### src/cwb_pkg.sv
// cwb_pkg: constants, types and register map of the windowed channel register bank.
// assumes one 100 MHz clock and an Avalon-MM slave with 32-bit data, byte addresses.
package cwb_pkg;

   localparam int NCH  = 4;
   localparam int NREG = 17;

   // register indices; byte address is four times the index
   localparam logic [6:0] IDX_MODEM_CHANGE_OPTION_ONE = 7'h15;
   localparam logic [6:0] IDX_MODEM_CHANGE_OPTION_TWO = 7'h16;
   localparam logic [6:0] IDX_SCH1  = 7'h1A;
   localparam logic [6:0] IDX_SCH2  = 7'h1B;
   localparam logic [6:0] IDX_SCH3  = 7'h1C;
   localparam logic [6:0] IDX_SCH4  = 7'h1D;
   localparam logic [6:0] IDX_RECEIVE_TIMEOUT_PERIOD  = 7'h21;
   localparam logic [6:0] IDX_MATCH_RANGE_LOW  = 7'h22;
   localparam logic [6:0] IDX_MATCH_RANGE_HIGH  = 7'h23;
   localparam logic [6:0] IDX_LNC   = 7'h24;
   localparam logic [6:0] IDX_MSV1  = 7'h6C;
   localparam logic [6:0] IDX_MSV2  = 7'h6D;
   localparam logic [6:0] IDX_PRINTER_SIGNAL_VALUE  = 7'h6F;
   localparam logic [6:0] IDX_TRANSMIT_BIT_PERIOD  = 7'h72;
   localparam logic [6:0] IDX_TCLK  = 7'h76;
   localparam logic [6:0] IDX_RECEIVE_BIT_PERIOD  = 7'h78;
   localparam logic [6:0] IDX_RCLK  = 7'h7C;
   localparam logic [6:0] IDX_CSEL  = 7'h30;
   localparam logic [6:0] IDX_CTRL  = 7'h31;
   localparam logic [6:0] IDX_TXCH  = 7'h32;
   localparam logic [6:0] IDX_STAT  = 7'h33;
   localparam logic [6:0] IDX_RXCH  = 7'h34;

   // storage slot of each banked register, in the order listed above
   localparam logic [NREG-1:0][6:0] SLOT_IDX = {
      IDX_RCLK, IDX_RECEIVE_BIT_PERIOD, IDX_TCLK, IDX_TRANSMIT_BIT_PERIOD, IDX_PRINTER_SIGNAL_VALUE, IDX_MSV2, IDX_MSV1,
      IDX_LNC, IDX_MATCH_RANGE_HIGH, IDX_MATCH_RANGE_LOW, IDX_RECEIVE_TIMEOUT_PERIOD, IDX_SCH4, IDX_SCH3, IDX_SCH2,
      IDX_SCH1, IDX_MODEM_CHANGE_OPTION_TWO, IDX_MODEM_CHANGE_OPTION_ONE};
   localparam int SL_MODEM_CHANGE_OPTION_ONE = 0;
   localparam int SL_MODEM_CHANGE_OPTION_TWO = 1;
   localparam int SL_MSV1  = 10;
   localparam int SL_MSV2  = 11;
   localparam int SL_PRINTER_SIGNAL_VALUE  = 12;
   localparam int SL_TRANSMIT_BIT_PERIOD  = 13;
   localparam int SL_TCLK  = 14;
   localparam int SL_RECEIVE_BIT_PERIOD  = 15;
   localparam int SL_RCLK  = 16;

   // field positions
   localparam int MSV_STROBE_BIT = 3;
   localparam int PSV_ACK_BIT    = 3;
   localparam int MSV1_RTS_BIT   = 0;
   localparam int MSV2_DTR_BIT   = 1;
   localparam int CTRL_RXEN_BIT  = 0;
   localparam int CTRL_TXEN_BIT  = 1;
   localparam int CTRL_PAR_BIT   = 2;

   // values after reset and frame counts
   localparam logic [7:0] REG_RST    = 8'h00;
   localparam logic [3:0] TX_FRAME   = 4'hA;
   localparam logic [2:0] RX_LASTBIT = 3'h7;

   typedef enum logic {SQ_IDLE = 1'b0, SQ_SERVE = 1'b1} cwb_seq_e;

   typedef struct packed {
      logic [8:0]  address;
      logic        read;
      logic        write;
      logic [31:0] writedata;
      logic [3:0]  byteenable;
   } cwb_avs_req_s;

   typedef struct packed {
      logic [31:0] readdata;
      logic        waitrequest;
   } cwb_avs_rsp_s;

   typedef struct packed {
      cwb_avs_rsp_s                     rsp;
      logic [1:0]                       csel;
      logic [1:0]                       idx;
      cwb_seq_e                         st;
      logic [7:0]                       psc;
      logic [NCH-1:0]                   rx_m;
      logic [NCH-1:0]                   rx_s;
      logic                             ack_m;
      logic                             ack_s;
      logic [NCH-1:0][2:0]              ctrl;
      logic [NCH-1:0][NREG-1:0][7:0]    regs;
      logic [NCH-1:0][7:0]              rxcnt;
      logic [NCH-1:0][7:0]              txcnt;
      logic [NCH-1:0]                   rxpend;
      logic [NCH-1:0]                   txpend;
      logic [NCH-1:0][7:0]              rxsh;
      logic [NCH-1:0][2:0]              rxbits;
      logic [NCH-1:0][7:0]              rxchar;
      logic [NCH-1:0]                   rxfull;
      logic [NCH-1:0]                   rxovr;
      logic [NCH-1:0][9:0]              txsh;
      logic [NCH-1:0][3:0]              txleft;
      logic [NCH-1:0]                   txline;
      logic [1:0]                       pphase;
      logic                             strobe_n;
      logic [7:0]                       pdata;
   } cwb_state_s;

endpackage : cwb_pkg

### src/cwb_top.sv
// cwb_top: windowed four-channel register bank with bit engines and sequencer.
// assumes an Avalon-MM master on mclk_i; rx_i and parallel_handshake_ack_n_i are asynchronous pins.
// assumes the host selects a channel first; a stopped engine drops its half-done work.
//
// The Avalon-MM interface to the registers was decided locally.
`timescale 1ns/1ps
`default_nettype none

module cwb_top (
   // clock and reset
   input  wire logic                  mclk_i,
   input  wire logic                  sys_rst_i,
   // register bus
   input  wire cwb_pkg::cwb_avs_req_s avs_req_i,
   output var  cwb_pkg::cwb_avs_rsp_s avs_rsp_o,
   // line pins
   input  wire logic [3:0]            rx_i,
   output logic      [3:0]            tx_o,
   output logic      [3:0]            rts_o,
   output logic      [3:0]            dtr_o,
   // parallel port on channel 0
   input  wire logic                  parallel_handshake_ack_n_i,
   output logic                       parallel_strobe_out_n_o,
   output logic      [7:0]            pdata_o
);
   import cwb_pkg::*;

   cwb_state_s s_q;
   cwb_state_s s_d;

   // storage slot of a register index, with hit flag
   function automatic logic [5:0] slot_of(input logic [6:0] idx);
      logic [5:0] r;
      r = 6'h00;
      for (int i = 0; i < NREG; i++) begin
         if (SLOT_IDX[i] == idx) begin
            r = {1'b1, 5'(i)};
         end
      end
      return r;
   endfunction : slot_of

   // bits that software may store, per layout
   function automatic logic [7:0] wmask(input logic [4:0] sl, input logic par);
      logic [7:0] m;
      m = 8'hFF;
      unique case (int'(sl))
         SL_MODEM_CHANGE_OPTION_ONE: m = par ? 8'hF0 : 8'hFF;
         SL_MODEM_CHANGE_OPTION_TWO: m = 8'hF0;
         SL_MSV1:  m = 8'hF1;
         SL_MSV2:  m = 8'hF2;
         SL_PRINTER_SIGNAL_VALUE:  m = 8'hF7;
         SL_TCLK:  m = 8'h07;
         SL_RCLK:  m = 8'h07;
         default:  m = 8'hFF;
      endcase
      return m;
   endfunction : wmask

   // signal-value slots whose bit 3 mirrors the strobe on channel 0
   function automatic logic is_sigval(input logic [4:0] sl);
      return (int'(sl) == SL_MSV1) || (int'(sl) == SL_MSV2);
   endfunction : is_sigval

   // enable pulse of the shared prescaler for a 3-bit clock select
   function automatic logic tick(input logic [7:0] psc, input logic [7:0] clksel);
      logic [7:0] m;
      m = 8'((9'h001 << clksel[2:0]) - 9'h001);
      return (psc & m) == m;
   endfunction : tick

   // pending channel next after the last served; a fast channel cannot starve the rest
   function automatic logic [1:0] pick(input logic [NCH-1:0] p, input logic [1:0] last);
      logic [1:0] r;
      logic [1:0] c;
      r = last;
      for (int i = NCH; i >= 1; i--) begin
         c = last + 2'(i);
         if (p[c]) begin
            r = c;
         end
      end
      return r;
   endfunction : pick

   logic [5:0]     hslot;
   logic [6:0]     hidx;
   logic           hpar;
   logic [7:0]     rd_val;
   logic [NCH-1:0] rx_en;
   logic [NCH-1:0] tx_en;

   // bit-engine enables; the parallel layout takes channel 0's receiver
   always_comb begin
      for (int c = 0; c < NCH; c++) begin
         rx_en[c] = s_q.ctrl[c][CTRL_RXEN_BIT] && !(c == 0 && s_q.ctrl[0][CTRL_PAR_BIT]);
         tx_en[c] = s_q.ctrl[c][CTRL_TXEN_BIT];
      end
   end

   always_comb begin
      hidx  = avs_req_i.address[8:2];
      hslot = slot_of(hidx);
      hpar  = (s_q.csel == 2'h0) && s_q.ctrl[0][CTRL_PAR_BIT];
      rd_val = 8'h00;
      if (hslot[5]) begin
         rd_val = s_q.regs[s_q.csel][hslot[4:0]] & wmask(hslot[4:0], hpar);
         if (is_sigval(hslot[4:0]) && s_q.csel == 2'h0) begin
            rd_val[MSV_STROBE_BIT] = s_q.strobe_n;
         end
         if (int'(hslot[4:0]) == SL_PRINTER_SIGNAL_VALUE && s_q.csel == 2'h0) begin
            rd_val[PSV_ACK_BIT] = s_q.ack_s;
         end
      end else begin
         unique case (hidx)
            IDX_CSEL: rd_val = {6'h00, s_q.csel};
            IDX_CTRL: rd_val = {5'h00, s_q.ctrl[s_q.csel]};
            IDX_STAT: rd_val = {5'h00, s_q.rxovr[s_q.csel], (s_q.txleft[s_q.csel] != 4'h0),
                                s_q.rxfull[s_q.csel]};
            IDX_RXCH: rd_val = s_q.rxchar[s_q.csel];
            default:  rd_val = 8'h00;
         endcase
      end
   end

   always_comb begin
      s_d = s_q;
      // pin synchronisers
      s_d.rx_m  = rx_i;
      s_d.rx_s  = s_q.rx_m;
      s_d.ack_m = parallel_handshake_ack_n_i;
      s_d.ack_s = s_q.ack_m;
      s_d.psc   = s_q.psc + 8'h01;

      // bus slave: one wait cycle, commit at the edge waitrequest is seen low
      // read data latched at the take edge, then held
      if (!s_q.rsp.waitrequest) begin
         s_d.rsp.waitrequest = 1'b1;
      end else if (avs_req_i.read || avs_req_i.write) begin
         s_d.rsp.waitrequest = 1'b0;
         s_d.rsp.readdata    = avs_req_i.read ? {24'h000000, rd_val} : 32'h00000000;
      end
      // reading the character frees it; a new one landing the same cycle wins
      if (!s_q.rsp.waitrequest && avs_req_i.read && hidx == IDX_RXCH) begin
         s_d.rxfull[s_q.csel] = 1'b0;
         s_d.rxovr[s_q.csel]  = 1'b0;
      end
      if (!s_q.rsp.waitrequest && avs_req_i.write && avs_req_i.byteenable[0]) begin
         if (hslot[5]) begin
            s_d.regs[s_q.csel][hslot[4:0]] = avs_req_i.writedata[7:0]
               & wmask(hslot[4:0], hpar);
         end else begin
            unique case (hidx)
               IDX_CSEL: s_d.csel = avs_req_i.writedata[1:0];
               IDX_CTRL: begin
                  s_d.ctrl[s_q.csel] = avs_req_i.writedata[2:0];
                  if (s_q.csel != 2'h0) begin
                     s_d.ctrl[s_q.csel][CTRL_PAR_BIT] = 1'b0;
                  end
               end
               IDX_TXCH: begin
                  if (s_q.txleft[s_q.csel] == 4'h0) begin
                     s_d.txsh[s_q.csel]   = {1'b1, avs_req_i.writedata[7:0], 1'b0};
                     s_d.txleft[s_q.csel] = TX_FRAME;
                  end
               end
               default: ;
            endcase
         end
      end

      // sequencer: load the index, then serve that channel only
      unique case (s_q.st)
         SQ_IDLE: begin
            if (|(s_q.rxpend | s_q.txpend)) begin
               s_d.idx = pick(s_q.rxpend | s_q.txpend, s_q.idx);
               s_d.st  = SQ_SERVE;
            end
         end
         SQ_SERVE: begin
            s_d.st = SQ_IDLE;
            if (s_q.rxpend[s_q.idx]) begin
               s_d.rxpend[s_q.idx] = 1'b0;
               s_d.rxsh[s_q.idx]   = {s_q.rx_s[s_q.idx], s_q.rxsh[s_q.idx][7:1]};
               s_d.rxbits[s_q.idx] = s_q.rxbits[s_q.idx] + 3'h1;
               if (s_q.rxbits[s_q.idx] == RX_LASTBIT) begin
                  s_d.rxchar[s_q.idx] = {s_q.rx_s[s_q.idx], s_q.rxsh[s_q.idx][7:1]};
                  s_d.rxovr[s_q.idx]  = s_q.rxfull[s_q.idx];
                  s_d.rxfull[s_q.idx] = 1'b1;
               end
            end
            if (s_q.txpend[s_q.idx]) begin
               s_d.txpend[s_q.idx] = 1'b0;
               if (s_q.idx == 2'h0 && s_q.ctrl[0][CTRL_PAR_BIT]) begin
                  // strobe low one bit time, high one bit time, then wait for ack
                  unique case (s_q.pphase)
                     2'h0: begin
                        if (s_q.txleft[0] != 4'h0) begin
                           s_d.pdata    = s_q.txsh[0][8:1];
                           s_d.strobe_n = 1'b0;
                           s_d.pphase   = 2'h1;
                        end
                     end
                     2'h1: begin
                        s_d.strobe_n = 1'b1;
                        s_d.pphase   = 2'h3;
                     end
                     2'h3: begin
                        if (!s_q.ack_s) begin
                           s_d.txleft[0] = 4'h0;
                           s_d.pphase    = 2'h0;
                        end
                     end
                     default: s_d.pphase = 2'h0;
                  endcase
               end else if (s_q.txleft[s_q.idx] != 4'h0) begin
                  s_d.txline[s_q.idx] = s_q.txsh[s_q.idx][0];
                  s_d.txsh[s_q.idx]   = {1'b1, s_q.txsh[s_q.idx][9:1]};
                  s_d.txleft[s_q.idx] = s_q.txleft[s_q.idx] - 4'h1;
               end
            end
         end
      endcase

      // bit engines: one period counter each way per channel; set wins over clear
      for (int c = 0; c < NCH; c++) begin
         // a stopped engine restarts its period and drops stale work
         if (!rx_en[c]) begin
            s_d.rxcnt[c]  = 8'h00;
            s_d.rxpend[c] = 1'b0;
            s_d.rxbits[c] = 3'h0;
         end
         if (!tx_en[c]) begin
            s_d.txcnt[c]  = 8'h00;
            s_d.txpend[c] = 1'b0;
            s_d.txleft[c] = 4'h0;
            s_d.txline[c] = 1'b1;
         end
         if (rx_en[c] && tick(s_q.psc, s_q.regs[c][SL_RCLK])) begin
            if (s_q.rxcnt[c] >= s_q.regs[c][SL_RECEIVE_BIT_PERIOD]) begin
               s_d.rxcnt[c]  = 8'h00;
               s_d.rxpend[c] = 1'b1;
            end else begin
               s_d.rxcnt[c] = s_q.rxcnt[c] + 8'h01;
            end
         end
         if (tx_en[c] && tick(s_q.psc, s_q.regs[c][SL_TCLK])) begin
            if (s_q.txcnt[c] >= s_q.regs[c][SL_TRANSMIT_BIT_PERIOD]) begin
               s_d.txcnt[c]  = 8'h00;
               s_d.txpend[c] = 1'b1;
            end else begin
               s_d.txcnt[c] = s_q.txcnt[c] + 8'h01;
            end
         end
      end

      // leaving parallel mode or stopping channel 0 mid-handshake frees the strobe
      if (!(s_q.ctrl[0][CTRL_PAR_BIT] && tx_en[0])) begin
         s_d.pphase   = 2'h0;
         s_d.strobe_n = 1'b1;
      end
   end

   always_ff @(posedge mclk_i or posedge sys_rst_i) begin
      if (sys_rst_i) begin
         s_q                 <= '0;
         s_q.regs            <= {(NCH * NREG){REG_RST}};
         s_q.rsp.waitrequest <= 1'b1;
         s_q.rx_m            <= 4'hF;
         s_q.rx_s            <= 4'hF;
         s_q.ack_m           <= 1'b1;
         s_q.ack_s           <= 1'b1;
         s_q.txline          <= 4'hF;
         s_q.strobe_n        <= 1'b1;
      end else begin
         s_q <= s_d;
      end
   end

   always_comb begin
      avs_rsp_o   = s_q.rsp;
      tx_o        = s_q.txline;
      parallel_strobe_out_n_o = s_q.strobe_n;
      pdata_o     = s_q.pdata;
      for (int c = 0; c < NCH; c++) begin
         rts_o[c] = s_q.regs[c][SL_MSV1][MSV1_RTS_BIT];
         dtr_o[c] = s_q.regs[c][SL_MSV2][MSV2_DTR_BIT];
      end
   end

endmodule : cwb_top
`default_nettype wire

### config.mk
export PLATFORM = sky130hd
export DESIGN_NAME = cwb_top
export DESIGN_NICKNAME = d
export VERILOG_FILES = /design/src/cwb_pkg.sv /design/src/cwb_top.sv
export SDC_FILE = /design/constraint.sdc
export NUM_CORES = 2
export LEC_CHECK = 0
export BUFFER_PORTS_ARGS = -buffer_cell sky130_fd_sc_hd__buf_2
export CORE_UTILIZATION = 63
export DETAILED_ROUTE_END_ITERATION = 10
export PLACE_DENSITY = 0.89
export SLEW_MARGIN = 20
export SYNTH_ARGS = -nofsm -noshare
export SYNTH_HDL_FRONTEND = slang
export SYNTH_SLANG_ARGS = --single-unit
### constraint.sdc
create_clock -name mclk_i -period 26.9 [get_ports mclk_i]
set_input_delay 2.69 -clock mclk_i [delete_from_list [all_inputs] [get_ports mclk_i]]
set_output_delay 2.69 -clock mclk_i [all_outputs]
set_load 0.02 [all_outputs]
[Word-level counts from Yosys, hierarchy flattened]
Cells that the tools add are included.
Word-level totals
  flip-flop bits (word level): 815
  latch bits: 0
  bits in writable memories: 0
  memory bits (read-only): 0
  bits of input ports: 54
  memories: 0
Cells by class
  $add $sub $neg: 22
  multipliers: 0
  div/mod/pow operators: 0
  order comparisons: 17
  eq/ne operators: 80
  shifts and indexed selects: 8
  mux-type cells: 188
  bitwise operators: 25
  reductions and logical operators: 55
Operators with widths (number)
  bitwise mux 544 bit: 1
  2-to-1 mux 8 bit: 35
  binary-select mux 136 bit (select 2 bit): 1
  demux 136 bit (select 2 bit): 1
  2-to-1 mux 136 bit: 2
  2-to-1 mux 56 bit: 4
  2-to-1 mux 163 bit: 1
  2-to-1 mux 6 bit: 17
  bitwise AND 8 bit: 11
  2-to-1 mux 84 bit: 1
  bitwise mux 40 bit: 2
  adder 8 x 1 -> 8 bit (second input constant): 9
  2-to-1 mux 71 bit: 1
  bitwise mux 32 bit: 2
  == test 8 bit: 8
  >= comparator 8 bit: 8
  << shifter 1 x 3 -> 8 bit (first input constant): 8
  subtractor 8 x 1 -> 8 bit (second input constant): 8
  2-to-1 mux 4 bit: 15
  2-to-1 mux 60 bit: 1
  inequality test 2 x 1 -> 1 bit (second input constant): 27
  2-to-1 mux 52 bit: 1
  == test 7 bit (first input constant): 7
  case mux 8 bit (6 select lines): 1
  other kinds (68): 223

[Depth between registers and ports, before layout]
  depth in word-level cells: 28
  depth in mapped cells: 14

[Worst setup path before layout]
No wires, ideal clock.
  path type: in2reg
  from: input avs_req_i[44] (netlist bit)
  to: register s_q (netlist bit avs_rsp_o[4])
  arrival: 5201 ps
  required time: 26774 ps
  path slack: 21573 ps
  stages: 12
  buffers on the path: 3
  path through: buf_4 > nor4b_2 > or3b_2 > buf_2 > o2111ai_1 > buf_4 > mux2_2 > nand2_1 > o221ai_1 > o211ai_1 > nor3_1 > a221o_1
Between the ends
  longest elaborated chain between the ends: 26
  elaborated cells on any way between the ends: 62
  classes of those cells: eq/ne: 30; mux: 26; bitwise: 1; reduce/logical: 5
RTL lines
  from (decl): RTL line cwb_top.sv:14  | input wire cwb_pkg::cwb_avs_req_s avs_req_i,
  == test 5 x 7 -> 1 bit: RTL line cwb_top.sv:36  | if (SLOT_IDX[i] == idx) begin
  2-to-1 mux 6 bit (16 in a row): RTL line cwb_top.sv:36
  == test 5 bit / == test 5 x 4 -> 1 bit (equally long branches): RTL line cwb_top.sv:47  | unique case (int'(sl))
  OR reduction 2 bit (no source line)
  case mux 8 bit (6 select lines): RTL line cwb_top.sv:47
  2-to-1 mux 8 bit: RTL line cwb_top.sv:106  | if (hslot[5]) begin
  bitwise AND 8 bit: RTL line cwb_top.sv:107  | rd_val = s_q.regs[s_q.csel][hslot[4:0]] & wmask(hslot[4:0], hpar);
  2-to-1 mux 1 bit: RTL line cwb_top.sv:108  | if (is_sigval(hslot[4:0]) && s_q.csel == 2'h0) begin
  2-to-1 mux 1 bit: RTL line cwb_top.sv:111  | if (int'(hslot[4:0]) == SL_PRINTER_SIGNAL_VALUE && s_q.csel == 2'h0) begin
  2-to-1 mux 8 bit *: RTL line cwb_top.sv:106
  2-to-1 mux 8 bit *: RTL line cwb_top.sv:141  | s_d.rsp.readdata = avs_req_i.read ? {24'h000000, rd_val} : 32'h00000000;
  to (decl): RTL line cwb_top.sv:28  | cwb_state_s s_q;
Mark *: on every way between the ends. The rest lies on a longest branch, timed or not. The select of a mux whose other input is x is not followed.
A chain may end at the register's enable or synchronous reset.

[Worst setup path in the final report]
  from: input avs_req_i[41] (netlist bit)
  to: register s_q[251] (netlist bit)
Between the ends
  longest elaborated chain between the ends: 24
  elaborated cells on any way between the ends: 55
  classes of those cells: order compare: 2; eq/ne: 23; mux: 25; bitwise: 1; reduce/logical: 4
RTL lines
  == test 5 x 7 -> 1 bit: RTL line cwb_top.sv:36
  2-to-1 mux 6 bit (15 in a row): RTL line cwb_top.sv:36
  2-to-1 mux 6 bit *: RTL line cwb_top.sv:36
  < comparator 5 x 6 -> 1 bit (not written as such), or another cell as far along: RTL line cwb_top.sv:150  | s_d.regs[s_q.csel][hslot[4:0]] = avs_req_i.writedata[7:0]
  logical AND 1 bit (not written as such) / OR reduction 2 bit (equally long branches)
  2-to-1 mux 8 bit (not written as such) / case mux 8 bit (6 select lines) (equally long branches): RTL line cwb_top.sv:150, cwb_top.sv:47
  demux 8 bit (select 5 bit) / 2-to-1 mux 8 bit (equally long branches): RTL line cwb_top.sv:150, cwb_top.sv:149
  2-to-1 mux 136 bit (not written as such) / 2-to-1 mux 8 bit (equally long branches): RTL line cwb_top.sv:150, cwb_top.sv:148
  demux 136 bit (select 2 bit) / bitwise AND 8 bit (equally long branches): RTL line cwb_top.sv:150, cwb_top.sv:151
  bitwise mux 544 bit: RTL line cwb_top.sv:150
Marked as above.

==> flow_summary.html <==
<table>
<tr><th>Metric</th><th>Value</th></tr>
<tr><th colspan="2">Hold path</th></tr>
<tr><td>Hold/Removal Path Class</td><td>flop to flop</td></tr>
<tr><th colspan="2">Logic synthesis</th></tr>
<tr><td>Avg Inst Size Synth</td><td>around 13 um2</td></tr>
<tr><td>Most common flop cell mapped by yosys</td><td>sky130_fd_sc_hd__dfrtp_1</td></tr>
<tr><td>Cell count after synthesis</td><td>just over 3000</td></tr>
<tr><td>Dominant cell type by area after synthesis</td><td>sky130_fd_sc_hd__dfrtp_1</td></tr>
<tr><td>Sequential area share after synthesis</td><td>roughly 50%</td></tr>
<tr><td>EDFF count, synth</td><td>0</td></tr>
<tr><td>Most repeated cell in the gate-level netlist after synthesis</td><td>sky130_fd_sc_hd__dfrtp_1</td></tr>
<tr><td>Most common library cells after synthesis</td><td>sky130_fd_sc_hd__dfrtp_1, sky130_fd_sc_hd__mux2_2, sky130_fd_sc_hd__nand2_1</td></tr>
<tr><td>Async SR Flop Fraction</td><td>100%</td></tr>
<tr><td>Number of storage elements in the synthesis netlist</td><td>790</td></tr>
<tr><td>Area contributors post-synth</td><td>sky130_fd_sc_hd__dfrtp_1, sky130_fd_sc_hd__mux2_2, sky130_fd_sc_hd__mux4_2</td></tr>
<tr><td>Proportion of netlist area held by the largest area contributor</td><td>between 40 and 50%</td></tr>
<tr><td>Synthesis Warnings</td><td>0</td></tr>
<tr><td>Post-synthesis instance area</td><td>a little under 40000 um2</td></tr>
<tr><td>Number of distinct library cell variants in the gate-level netlist after synthesis</td><td>88</td></tr>
<tr><th colspan="2">Critical path</th></tr>
<tr><td>Worst flop-to-flop path startpoint</td><td>s_q[804]</td></tr>
<tr><td>Slowest library cell on the worst path</td><td>sky130_fd_sc_hd__or3_1</td></tr>
<tr><td>Worst path cell trace</td><td>buf_2 -&gt; nor2_1 -&gt; nand3_1 -&gt; a21oi_2 -&gt; a2111o_1 -&gt; buf_4 -&gt; or3_1 -&gt; a21oi_1 -&gt; nor2b_4 -&gt; buf_4 -&gt; mux2_2</td></tr>
<tr><td>Longest individual stage delay on the worst path</td><td>~0.7 ns</td></tr>
<tr><td>Worst reg-to-reg setup slack</td><td>around 23 ns</td></tr>
<tr><td>Crit-path max FO</td><td>40</td></tr>
<tr><td>Sort of element at the end of the critical path</td><td>flop</td></tr>
<tr><td>Critical path start-end classification</td><td>input pin to flop</td></tr>
<tr><td>Most repeated library cell on the critical path</td><td>sky130_fd_sc_hd__buf_4</td></tr>
<tr><td>Critical Path Start</td><td>avs_req_i[41]</td></tr>
<tr><td>Type of element launching the critical path</td><td>input pin</td></tr>
<tr><td>Data arrival, critical path</td><td>about 7.0 ns</td></tr>
<tr><td>Capturing element of the worst setup path</td><td>s_q[251]</td></tr>
<tr><td>Worst flop-to-flop path endpoint</td><td>s_q[475]</td></tr>
<tr><td>R2R cell count</td><td>5</td></tr>
<tr><td>Data required time of the critical path</td><td>approximately 27 ns</td></tr>
<tr><th colspan="2">Clock network</th></tr>
<tr><td>Clock insertion delay at the later pin of the skew report</td><td>between 0.6 and 0.7 ns</td></tr>
<tr><td># resized after CTS</td><td>0</td></tr>
<tr><td>Maximum clock insertion buffer count</td><td>3</td></tr>
<tr><td>Number of clock buffers inserted by TritonCTS</td><td>~80</td></tr>
<tr><td>Max H-tree Level</td><td>3</td></tr>
<tr><td>Buffer cell driving the clock tree root</td><td>sky130_fd_sc_hd__clkbuf_16</td></tr>
<tr><td>Number of setup buffers added after CTS</td><td>0</td></tr>
<tr><td>Hold buffer count at cts</td><td>0</td></tr>
<tr><td>CTS tree</td><td>yes</td></tr>
<tr><td>Number of sinks driven by the clock tree</td><td>between 700 and 800</td></tr>
<tr><td>Clock-pin slew reported for the worst setup and hold paths after clock tree synthesis</td><td>~0.060 ns</td></tr>
<tr><th colspan="2">Power and ir drop</th></tr>
<tr><td>Static leakage</td><td>around 20 nW</td></tr>
<tr><td>Fraction of power spent switching nets</td><td>between 20% and 30%</td></tr>
<tr><td>Power density over cell area</td><td>57.5 nW/um2</td></tr>
<tr><td>Design internal power</td><td>between 0.0015 and 0.002 W</td></tr>
<tr><td>Sequential fraction of design power</td><td>between 40% and 50%</td></tr>
<tr><td>Proportion of power drawn by combinational gates</td><td>4.9%</td></tr>
<tr><td>Clock network fraction of total power</td><td>46.4%</td></tr>
<tr><td>P_sw</td><td>approximately 0.00058 W</td></tr>
<tr><td>Max VDD drop</td><td>roughly 0.00006 V</td></tr>
<tr><th colspan="2">Global routing</th></tr>
<tr><td>Global routing usage summed across all routing layers</td><td>approximately 33%</td></tr>
<tr><td>Global-route wire length before repair</td><td>161000 um</td></tr>
<tr><td>GR Overflow Total</td><td>0</td></tr>
<tr><td>Number of antenna violations at the first check in global routing</td><td>6</td></tr>
<tr><td>Number of global-route vias before repair</td><td>approximately 28000</td></tr>
<tr><td>Largest net degree at the start of global routing</td><td>176</td></tr>
<tr><th colspan="2">Floorplanning</th></tr>
<tr><td>Placeable core region</td><td>61900 um2</td></tr>
<tr><td>Total die area</td><td>~64000 um2</td></tr>
<tr><td>Placement Rows</td><td>a little over 90</td></tr>
<tr><td>Effective utilization at floorplan</td><td>about 64%</td></tr>
<tr><td>Horizontal die dimension</td><td>around 250 um</td></tr>
<tr><td>Number of placed I/O pins</td><td>108</td></tr>
<tr><td>Chip height</td><td>roughly 250 um</td></tr>
<tr><th colspan="2">Timing</th></tr>
<tr><td>Post-route setup TNS</td><td>0 ns</td></tr>
<tr><td>Slew HR</td><td>28.4%</td></tr>
<tr><td>Worst-Margin Slew</td><td>around 1.1 ns</td></tr>
<tr><td>Finish-stage setup viols</td><td>0</td></tr>
<tr><td>Max Clk Rate</td><td>0.156 GHz</td></tr>
<tr><td>Final worst path period share</td><td>a little under a quarter</td></tr>
<tr><td>Final number of max-transition violations</td><td>0</td></tr>
<tr><td>Setup repair after global routing missed its margin</td><td>false</td></tr>
<tr><td>Min Tclk post-route</td><td>roughly 6.4 ns</td></tr>
<tr><td>Maximum clock skew at final layout</td><td>about 0.029 ns</td></tr>
<tr><td>Count of final hold-check violations</td><td>0</td></tr>
<tr><th colspan="2">Layout</th></tr>
<tr><td>Fraction of final layout cells with drive strength greater than 1</td><td>between 30% and 40%</td></tr>
<tr><td>Utilization after layout</td><td>a little over two thirds</td></tr>
<tr><td>Total of fill cells in the finished design</td><td>just under 4000</td></tr>
<tr><td>NumNets Final</td><td>approximately 3200</td></tr>
<tr><td>Layout overhead on the synthesized area</td><td>8.34%</td></tr>
<tr><td>Summed area of non-filler cells in the final layout</td><td>43000 um2</td></tr>
<tr><th colspan="2">Placed design</th></tr>
<tr><td>Final GP Congestion</td><td>0.949</td></tr>
<tr><td>Cell Area, Placed</td><td>40200 um2</td></tr>
<tr><td>Count of port buffers added during placement</td><td>54</td></tr>
<tr><td>Detail Placement HPWL</td><td>~66000 um</td></tr>
<tr><th colspan="2">Detailed routing</th></tr>
<tr><td>Initial DRC count</td><td>between 3000 and 4000</td></tr>
<tr><td>WL/cell</td><td>roughly 26 um</td></tr>
<tr><td>Drt via density</td><td>between 6 and 7</td></tr>
<tr><td>Count of vias placed by the detailed router</td><td>between 20000 and 30000</td></tr>
<tr><td>Post-detailed-routing wire length</td><td>between 100000 and 150000 um</td></tr>
<tr><td>DRC violations left</td><td>0</td></tr>
<tr><td>Number of routed nets with antenna violations</td><td>0</td></tr>
<tr><td>Number of detailed-routing iterations run before antenna repair</td><td>6</td></tr>
<tr><th colspan="2">Job</th></tr>
<tr><td>Max-cap viol count</td><td>0</td></tr>
<tr><th colspan="2">Status</th></tr>
<tr><td>Result of the run</td><td>finished clean</td></tr>
</table>
-- layout make-up --
cell class                 count  area (um2)  share of cell area [%]
antenna                        4        10.0                  0.0233
clock buffer                 109        2210                    5.15
clock inverter                33         463                    1.08
inverter                     103         394                   0.917
multi-input combinational   1999       18400                    42.9
sequential                   790       19800                    46.1
tap                          837        1050                    2.44
timing repair buffer          83         626                    1.46
-- routing by layer --
metal  track usage, %  vias up  share of wire (%)
met5                0        -                  0
met4             18.4        0                5.5
met3             7.40      366                9.1
met2             52.3     1467                 48
met1             42.1    14000                 37
li1                 -    11100                  -
-- flip-flops by register name, summed over array words and instances (netlist names), named ones only --
register / cells
avs_rsp_o: 9
dtr_o: 4
parallel_strobe_out_n_o: 1
pdata_o: 8
rts_o: 4
rx_en: 3
s_d: 5
s_q: 751
tx_o: 4
-- power by group through the flow --
stage / logic [W] / clock network, W / registers, W
after floorplan: 0.0000820 / 0 / 0.00122
after global placement: 0.000109 / 0 / 0.00122
after detailed placement: 0.000115 / 0 / 0.00122
after CTS: 0.000116 / 0.00115 / 0.00120
after global routing: 0.000129 / 0.00120 / 0.00120
final: 0.000121 / 0.00115 / 0.00120
-- cells in the final DEF (no fill, tap or decap), drive strengths merged, types with 15 or more instances in the layout --
| cell type | n |
|---|---|
| and3 | 16 |
| clkinv | 16 |
| nor2b | 95 |
| buf | 83 |
| a22o | 22 |
| nand3 | 61 |
| or3 | 15 |
| or2 | 18 |
| nor3 | 42 |
| dfstp | 16 |
| nand2 | 228 |
| nor4 | 20 |
| dfrtp | 774 |
| nor2 | 141 |
| and2 | 17 |
| a221o | 18 |
| mux4 | 171 |
| inv | 107 |
| nand2b | 20 |
| o22ai | 21 |
| o21ai | 105 |
| a21o | 36 |
| clkbuf | 109 |
| conb | 24 |
| ha | 80 |
| mux2i | 52 |
| mux2 | 550 |
| a211oi | 15 |
| a21oi | 66 |
-- metrics by stage --
stage               worst slack (ns)  std cells  hold slack [ns]  power (W)
finish                         20.50       3958            0.356    0.00247
global route                   20.52       3958            0.361    0.00253
global placement               20.13       3806            0.346    0.00133
detailed placement             20.01       3808            0.348    0.00134
floorplan                       2.05       3123            0.345    0.00130
CTS                            20.59       3950            0.357    0.00247
-- how the worst min path moves through the flow --
stage                        start        to  cells after the start
final                     s_d[786]  s_q[786]                      0
after global routing      s_d[787]  s_q[787]                      0
after CTS                 s_d[786]  s_q[786]                      0
after detailed placement  s_d[786]  s_q[786]                      0
after global placement    s_d[786]  s_q[786]                      0
after floorplan           s_d[783]  s_q[783]                      0
-- critical path, delay by kind of cell --
family | cells | cell delay [ns]
AOI/OAI and AO/OA | 3 | 0.91
and+or+nand+nor | 4 | 1.73
muxes | 1 | 0.28
buffers and inverters | 3 | 1.31
-- cell families after synthesis --
logic type / Yosys count / share of synthesized area (%)
AO/OA/AOI/OAI: 374 / 6.37
XOR/XNOR: 26 / 0.574
adder cells (fa/ha/maj): 80 / 2.52
buffers and inverters: 334 / 4.08
flip-flops: 790 / 49.9
multiplexers: 773 / 26.6
other: 1 / 0.00946
AND/OR/NAND/NOR: 722 / 9.91
No activity file was read; power rests on OpenSTA's default activity.
